===== config.mk =====
export PLATFORM = sky130hd
export DESIGN_NAME = crc_byte_engine
export DESIGN_NICKNAME = d
export VERILOG_FILES = /design/src/logic/crc_byte_engine.v /design/src/logic/crc_byte_fifo.v
export VERILOG_INCLUDE_DIRS = /design/src /design/src/logic
export SDC_FILE = /design/constraint.sdc
export NUM_CORES = 1
export LEC_CHECK = 0
export BUFFER_PORTS_ARGS = -buffer_cell sky130_fd_sc_hd__buf_2
export CAP_MARGIN = 20
export CELL_PAD_IN_SITES_DETAIL_PLACEMENT = 2
export CELL_PAD_IN_SITES_GLOBAL_PLACEMENT = 2
export CORE_MARGIN = 2
export CORE_UTILIZATION = 30
export CTS_BUF_LIST = sky130_fd_sc_hd__clkbuf_8
export DETAILED_ROUTE_END_ITERATION = 8
export GPL_ROUTABILITY_DRIVEN = 0
export PLACE_DENSITY = 0.75
export SLEW_MARGIN = 20
export SYNTH_ARGS = -nofsm -noshare
export SYNTH_HDL_FRONTEND = slang
export SYNTH_HIERARCHICAL = 1
export SYNTH_SLANG_ARGS = --single-unit

===== constraint.sdc =====
create_clock -name CLK_I -period 6.2 [get_ports CLK_I]
set_clock_uncertainty 0.15 [all_clocks]
set_input_delay 0.93 -clock CLK_I [delete_from_list [all_inputs] [get_ports CLK_I]]
set_output_delay 0.93 -clock CLK_I [all_outputs]
set_load 0.02 [all_outputs]

===== src/logic/crc_defines.vh =====
// Purpose: shared constants of the checksum unit
// Assumes: included by its bare name
// Notes: polynomial values are neutral defaults and may be changed
`ifndef CRC_DEFINES_VH
`define CRC_DEFINES_VH
`define CRC_W 16
`define CRC_MSB 15
`define BYTE_W 8
`define BYTE_MSB 7
`define STEPS_PER_BYTE 4'h8
`define STEP_CNT_ZERO 4'h0
`define STEP_ONE 4'h1
`define START_ZEROS 16'h0000
`define START_ONES 16'hFFFF
`define POLY_SEL0 16'h1021
`define POLY_SEL1 16'h8005
`define BYTE_ZERO 8'h00
`define FIFO_DEPTH 2'h2
`define FIFO_EMPTY 2'h0
`define FIFO_ONE 2'h1
`endif


===== src/logic/crc_byte_engine.v =====
// Purpose: 16-bit checksum unit folding a byte stream, with indirect result read
// Assumes: all inputs come from logic on CLK_I, so none is synchronised
// Notes: one shift step per cycle; a byte takes nine cycles from take to done
//   init aborts a byte in flight; bytes still buffered run after it
//
// Function
// - checksum uses a 16-bit polynomial picked from the supported set
// - core writes 8-bit bytes to the input port; each one is folded in
// - internal 16-bit result register updated after every processed byte
// - pointer picks which result byte the data port returns on a read
// - separate bit-reversal register returns written value mirrored
// - each byte is first xored into the upper bits of the checksum
// - before first byte checksum equals start value, zeros or ones
// - top bit one: shift then xor with selected polynomial
// - top bit zero: shift only
// - conditional shift step runs eight times per byte
`timescale 1ns/10ps
`include "crc_defines.vh"
module crc_byte_engine (
  input wire CLK_I,
  input wire RST_N_I,
  input wire [`BYTE_MSB:0] CHECKSUM_INPUT_PORT_I,
  input wire CHECKSUM_INPUT_VALID_I,
  output wire CHECKSUM_INPUT_READY_O,
  input wire POLY_SEL_I,
  input wire START_ONES_I,
  input wire INIT_I,
  input wire RESULT_BYTE_POINTER_I,
  input wire RESULT_RD_I,
  output reg [`BYTE_MSB:0] RESULT_DATA_PORT_O,
  output reg RESULT_RD_VALID_O,
  input wire REV_WR_I,
  input wire [`BYTE_MSB:0] REV_DATA_I,
  output reg [`BYTE_MSB:0] REV_DATA_O,
  output reg [`CRC_MSB:0] RESULT_O,
  output reg BUSY_O,
  output reg BYTE_DONE_O
);
  localparam ST_IDLE = 1'b0;
  localparam ST_SHIFT = 1'b1;

  reg state_q;
  reg state_d;
  reg [`CRC_MSB:0] crc_q;
  reg [`CRC_MSB:0] crc_d;
  reg [3:0] step_q;
  reg [3:0] step_d;
  reg [`CRC_MSB:0] poly_q;
  reg done_d;
  wire [`BYTE_MSB:0] fifo_data;
  wire fifo_valid;
  wire fifo_take;

  // one conditional shift-and-reduce step
  function [`CRC_MSB:0] crc_step;
    input [`CRC_MSB:0] cur;
    input [`CRC_MSB:0] poly;
    begin
      if (cur[`CRC_MSB]) begin
        crc_step = {cur[`CRC_MSB-1:0], 1'b0} ^ poly;
      end else begin
        crc_step = {cur[`CRC_MSB-1:0], 1'b0};
      end
    end
  endfunction

  // mirror a byte end to end
  function [`BYTE_MSB:0] bit_mirror;
    input [`BYTE_MSB:0] v;
    integer i;
    begin
      bit_mirror = `BYTE_ZERO;
      for (i = 0; i < `BYTE_W; i = i + 1) begin
        bit_mirror[i] = v[`BYTE_MSB - i];
      end
    end
  endfunction

  // start value loaded by the init command, used on both init paths
  function [`CRC_MSB:0] start_value;
    input ones;
    begin
      if (ones) begin
        start_value = `START_ONES;
      end else begin
        start_value = `START_ZEROS;
      end
    end
  endfunction

  // polynomial picked by the select input
  function [`CRC_MSB:0] poly_value;
    input sel;
    begin
      if (sel) begin
        poly_value = `POLY_SEL1;
      end else begin
        poly_value = `POLY_SEL0;
      end
    end
  endfunction

  // buffer absorbs bytes while a previous one is still shifting
  crc_byte_fifo u_fifo (
    .clk_i(CLK_I),
    .rst_n_i(RST_N_I),
    .in_data_i(CHECKSUM_INPUT_PORT_I),
    .in_valid_i(CHECKSUM_INPUT_VALID_I),
    .in_ready_o(CHECKSUM_INPUT_READY_O),
    .out_data_o(fifo_data),
    .out_valid_o(fifo_valid),
    .out_ready_i(fifo_take)
  );

  // no byte is taken in an init cycle, so the start value is in place first
  assign fifo_take = (state_q == ST_IDLE) && !INIT_I && fifo_valid;

  // engine sequencing
  always @* begin
    state_d = state_q;
    crc_d = crc_q;
    step_d = step_q;
    done_d = 1'b0;
    case (state_q)
      ST_IDLE: begin
        // init wins over a waiting byte
        if (INIT_I) begin
          crc_d = start_value(START_ONES_I);
        end else if (fifo_take) begin
          crc_d = crc_q ^ {fifo_data, `BYTE_ZERO};
          step_d = `STEP_CNT_ZERO;
          state_d = ST_SHIFT;
        end
      end
      ST_SHIFT: begin
        if (INIT_I) begin
          // init aborts a byte in flight; its partial result is lost
          crc_d = start_value(START_ONES_I);
          state_d = ST_IDLE;
        end else begin
          crc_d = crc_step(crc_q, poly_q);
          step_d = step_q + `STEP_ONE;
          if (step_q == (`STEPS_PER_BYTE - `STEP_ONE)) begin
            state_d = ST_IDLE;
            done_d = 1'b1;
          end
        end
      end
      default: begin
        state_d = ST_IDLE;
      end
    endcase
  end

  // sequencer flops
  always @(posedge CLK_I or negedge RST_N_I) begin
    if (!RST_N_I) begin
      state_q <= ST_IDLE;
      crc_q <= `START_ZEROS;
      step_q <= `STEP_CNT_ZERO;
    end else begin
      state_q <= state_d;
      crc_q <= crc_d;
      step_q <= step_d;
    end
  end

  // polynomial latched only between bytes, so a byte never mixes two
  always @(posedge CLK_I or negedge RST_N_I) begin
    if (!RST_N_I) begin
      poly_q <= `POLY_SEL0;
    end else if (state_d == ST_IDLE) begin
      poly_q <= poly_value(POLY_SEL_I);
    end
  end

  // visible result only moves on whole bytes or init, never mid-shift
  always @(posedge CLK_I or negedge RST_N_I) begin
    if (!RST_N_I) begin
      RESULT_O <= `START_ZEROS;
    end else if (done_d || INIT_I) begin
      RESULT_O <= crc_d;
    end
  end

  // status registered from next-state values plus current buffer occupancy for BUSY_O, so the state terms line up with the sequencer flops
  always @(posedge CLK_I or negedge RST_N_I) begin
    if (!RST_N_I) begin
      BUSY_O <= 1'b0;
      BYTE_DONE_O <= 1'b0;
    end else begin
      BUSY_O <= (state_d == ST_SHIFT) || fifo_valid;
      BYTE_DONE_O <= done_d;
    end
  end

  // indirect result read; pointer high selects upper byte of last result
  always @(posedge CLK_I or negedge RST_N_I) begin
    if (!RST_N_I) begin
      RESULT_DATA_PORT_O <= `BYTE_ZERO;
      RESULT_RD_VALID_O <= 1'b0;
    end else begin
      RESULT_RD_VALID_O <= RESULT_RD_I;
      if (RESULT_RD_I) begin
        RESULT_DATA_PORT_O <= RESULT_BYTE_POINTER_I ?
          RESULT_O[`CRC_MSB:`BYTE_W] : RESULT_O[`BYTE_MSB:0];
      end
    end
  end

  // bit-reversal register, independent of the checksum path
  always @(posedge CLK_I or negedge RST_N_I) begin
    if (!RST_N_I) begin
      REV_DATA_O <= `BYTE_ZERO;
    end else if (REV_WR_I) begin
      REV_DATA_O <= bit_mirror(REV_DATA_I);
    end
  end
endmodule // crc_byte_engine


===== src/logic/crc_byte_fifo.v =====
// Purpose: two-entry byte buffer in front of the checksum engine
// Assumes: single clock, asynchronous active-low reset
// Notes: ready comes from a flop so the producer sees no combinational path
`timescale 1ns/10ps
`include "crc_defines.vh"
module crc_byte_fifo (
  input wire clk_i,
  input wire rst_n_i,
  input wire [`BYTE_MSB:0] in_data_i,
  input wire in_valid_i,
  output reg in_ready_o,
  output wire [`BYTE_MSB:0] out_data_o,
  output wire out_valid_o,
  input wire out_ready_i
);
  reg [`BYTE_MSB:0] mem_q [0:1];
  reg wr_ptr_q;
  reg rd_ptr_q;
  reg [1:0] count_q;
  reg [1:0] count_d;
  wire push;
  wire pop;

  // handshakes on both sides
  assign push = in_valid_i && in_ready_o;
  assign pop = out_valid_o && out_ready_i;
  assign out_valid_o = (count_q != `FIFO_EMPTY);
  assign out_data_o = mem_q[rd_ptr_q];

  // occupancy after this cycle
  always @* begin
    count_d = count_q;
    if (push && !pop) begin
      count_d = count_q + `FIFO_ONE;
    end else if (pop && !push) begin
      count_d = count_q - `FIFO_ONE;
    end
  end

  // pointers, count and registered ready
  always @(posedge clk_i or negedge rst_n_i) begin
    if (!rst_n_i) begin
      wr_ptr_q <= 1'b0;
      rd_ptr_q <= 1'b0;
      count_q <= `FIFO_EMPTY;
      in_ready_o <= 1'b0;
    end else begin
      if (push) begin
        wr_ptr_q <= ~wr_ptr_q;
      end
      if (pop) begin
        rd_ptr_q <= ~rd_ptr_q;
      end
      count_q <= count_d;
      in_ready_o <= (count_d != `FIFO_DEPTH); // stalls producer when full
    end
  end

  // storage needs no reset, read only when counted valid
  always @(posedge clk_i) begin
    if (push) begin
      mem_q[wr_ptr_q] <= in_data_i;
    end
  end
endmodule // crc_byte_fifo


==> impl_metrics.json <==
{
  "status": "completed",
  "final_cell_mix": "62 x dfrtp_1, 60 x buf_2, 25 x a21oi_1, 19 x mux2_2, 18 x nor2_1",
  "power.density_mw_per_mm2": 417,
  "avgRoutedWirePerCell_um": 17.5,
  "synth_edf_count": 16,
  "row_count": 38,
  "syn_area_mm2": 0.00342,
  "antenna_found_initial": 0,
  "clk_latency_ns": 0.35,
  "drt_first_pass_iters": 4,
  "critPathSlowestCell": "nor2b_1",
  "maxSlewHeadroom_pct": 41.0,
  "min_from": "u_fifo/count_q[1]$_DFF_PN0_",
  "syn_nets": 307,
  "cp.arrival_ns": 2.54,
  "final.setup.tns_ns": 0,
  "pin_count": 61,
  "hold_path_class": "reg -> reg",
  "r2r_cells": 3,
  "drive_gt1_share_pct": 31.7,
  "end_kind": "flip-flop",
  "fillers": 1176,
  "critPathKind": "in -> reg",
  "postRouteAntennaNets": 0,
  "cts.reportedPaths.clkPinSlew_ns": 0.08,
  "rsz0062_at_grt": "no",
  "synth.distinct_cells": 42,
  "tightest_slew_ns": 0.884,
  "die_w_um": 111,
  "yosys_warnings": 6,
  "gr-usage-met1_pct": 18.9,
  "postLayoutCellArea_mm2": 0.00407,
  "busiest_layer": "met2",
  "ys_seq_area_share_pct": 60.2,
  "finalCriticalPeriod_ns": 2.41,
  "ir_drop_mv": 0.195,
  "synthArstFlopShare_pct": 79.7,
  "r2r-start": "state_q$_DFF_PN0_",
  "seq_power_share_pct": 44.7,
  "crit_required_ns": 6.33,
  "hpwl_um": 5960,
  "nNetsFinal": 360,
  "switchingPower_mw": 0.535,
  "synth_cells": 280,
  "p_int_mw": 1.16,
  "vias_per_cell": 4.98,
  "syn_to_final_growth_pct": 19.0,
  "power_frac_comb_pct": 25.4,
  "drt-initial-drc-count": 83,
  "core-area_mm2": 0.0110,
  "grtUsageMet2_pct": 24.7,
  "cts-htree-levels": 3,
  "fin_crit_sh_pct": 38.9,
  "critPathMaxFanout": 33,
  "leakage_nw": 1.78,
  "setup_viol": 0,
  "grt_max_degree": 64,
  "wl_um": 8390,
  "max_stage_delay_ns": 0.76,
  "grt_pass1_vias": 2682,
  "track_usage_pct": 14.7,
  "hold_buffers": 0,
  "die-area_mm2": 0.0123,
  "cts_resized": 0,
  "cp-start-kind": "primary input",
  "num_vias": 2380,
  "ys_ff_latch": 79,
  "clockPowerShare_pct": 29.9,
  "cts_buffers": 9,
  "post_dp_cell_area_mm2": 0.00380,
  "grt_overflow": 0,
  "drcViolationCount": 0,
  "regToRegSetupSlack_ns": 3.86,
  "multi_input_area_mm2": 0.00124,
  "drv_cap": 0,
  "crit_chain": "buf_2 > nor2b_1 > o21ai_0 > a31oi_1",
  "regArea_mm2": 0.00206,
  "fmax_mhz": 415,
  "antenna_cells": 0,
  "cts.sinks": 79,
  "grt_pass1_wl_um": 14500,
  "clk_path_buf_depth": 2,
  "cts_tree": "built",
  "die_h_um": 111,
  "drv_slew": 0,
  "holdPathEnd": "u_fifo/count_q[1]$_DFF_PN0_",
  "hold_viol_final": 0,
  "synth_ff_type": "dfrtp_1",
  "use_met3_pct": 4.21,
  "mostFrequentLayoutCell": "dfrtp_1",
  "switching_share_pct": 31.5,
  "timing.rr.end": "RESULT_O[12]$_DFFE_PN0P_",
  "syn_area_per_cell_um2": 12.2,
  "root_buffer": "clkbuf_8",
  "cts_setup_buffers": 0,
  "initial_core_util_pct": 31.1,
  "power_mw": 1.70,
  "io_buffers": 60,
  "holdPathStages": 2
}
-- state kept, by name (all words and copies together), names as in the netlist --
name	flops
poly_q	2
u_fifo/mem_q	16
state_q	1
u_fifo/rd_ptr_q	1
RESULT_O	16
u_fifo/count_q	2
BUSY_O	1
REV_DATA_O	8
step_q	4
u_fifo/in_ready_o	1
RESULT_RD_VALID_O	1
u_fifo/wr_ptr_q	1
RESULT_DATA_PORT_O	8
BYTE_DONE_O	1
crc_q	16
-- per-stage QoR --
stage / utilization [%] / setup slack [ns] / instances / hold slack [ns]
after floorplan: - / 3.77 / 280 / 0.303
after global placement: 34.6 / 3.52 / 462 / 0.323
after detailed placement: 34.6 / 3.41 / 462 / 0.341
after CTS: 37.0 / 3.78 / 478 / 0.359
after global routing: 37.0 / 3.50 / 478 / 0.375
final: 37.0 / 3.79 / 478 / 0.352
-- metal layers --
layer / wire length, µm / up-vias
li1: - / 1098
met1: 3690 / 1222
met2: 4270 / 54
met3: 359 / 6
met4: 67 / 0
met5: 0 / -
-- critical path: cells and delay by family --
family / cells / cell delay (ns)
AO/OA/AOI/OAI: 2 / 0.56
AND/OR/NAND/NOR: 1 / 0.76
buffers and inverters: 1 / 0.28
-- logic make-up after synthesis --
logic type / Yosys count / share of synthesized area (%)
adder cells (fa/ha/maj): 2 / 0.732
buffers and inverters: 23 / 3.44
XOR/XNOR: 12 / 3.29
multiplexers: 29 / 9.33
AND/OR/NAND/NOR: 74 / 12.2
flip-flops: 79 / 60.2
AO/OA/AOI/OAI: 61 / 10.8
-- worst max-delay path by stage --
stage / depth (start not counted) / slack (ns) / startpoint / to
2_1_floorplan: 8 / 3.77 / INIT_I / u_fifo/in_ready_o$_DFF_PN0_
3_3_place_gp: 4 / 3.52 / INIT_I / RESULT_O[2]$_DFFE_PN0P_
3_5_place_dp: 4 / 3.41 / INIT_I / RESULT_O[12]$_DFFE_PN0P_
4_1_cts: 4 / 3.78 / INIT_I / RESULT_O[12]$_DFFE_PN0P_
5_1_grt: 4 / 3.50 / INIT_I / RESULT_O[12]$_DFFE_PN0P_
6_report: 4 / 3.79 / INIT_I / RESULT_O[12]$_DFFE_PN0P_
-- cell type report --
type                    instances  share of cell area [%]
repair buffers                 61                    7.56
multi-input cells             178                    30.5
flip-flops and latches         79                    50.6
clock buffers                  10                    3.38
clock inverters                 6                    3.26
inverters                       4                   0.369
well taps                     140                    4.31
-- synth_stat cells (4+ instances only) --
library cell / number / area (µm²)
a211oi_1: 6 / 45.0
a21boi_0: 4 / 30.0
a21oi_1: 25 / 125
a31oi_1: 4 / 25.0
and3b_1: 4 / 35.0
buf_2: 7 / 35.0
clkbuf_1: 9 / 33.8
dfrtp_1: 62 / 1550
edfxtp_1: 16 / 480
inv_1: 4 / 15.0
mux2_2: 19 / 214
mux2i_1: 9 / 90.1
nand2_1: 13 / 48.8
nor2_1: 18 / 67.6
nor2b_1: 7 / 43.8
nor3_1: 11 / 55.1
o21ai_0: 10 / 50.1
o31ai_1: 6 / 45.0
or3b_2: 4 / 35.0
xor2_1: 8 / 70.1
-- power groups by stage --
stage                     logic, mW  clock network (mW)  registers, mW
after floorplan               0.297                   0          0.763
after global placement        0.417                   0          0.762
after detailed placement      0.437                   0          0.770
after CTS                     0.442               0.524          0.762
after global routing          0.486               0.547          0.778
final                         0.431               0.507          0.758
(Power assumes the default switching activity.)
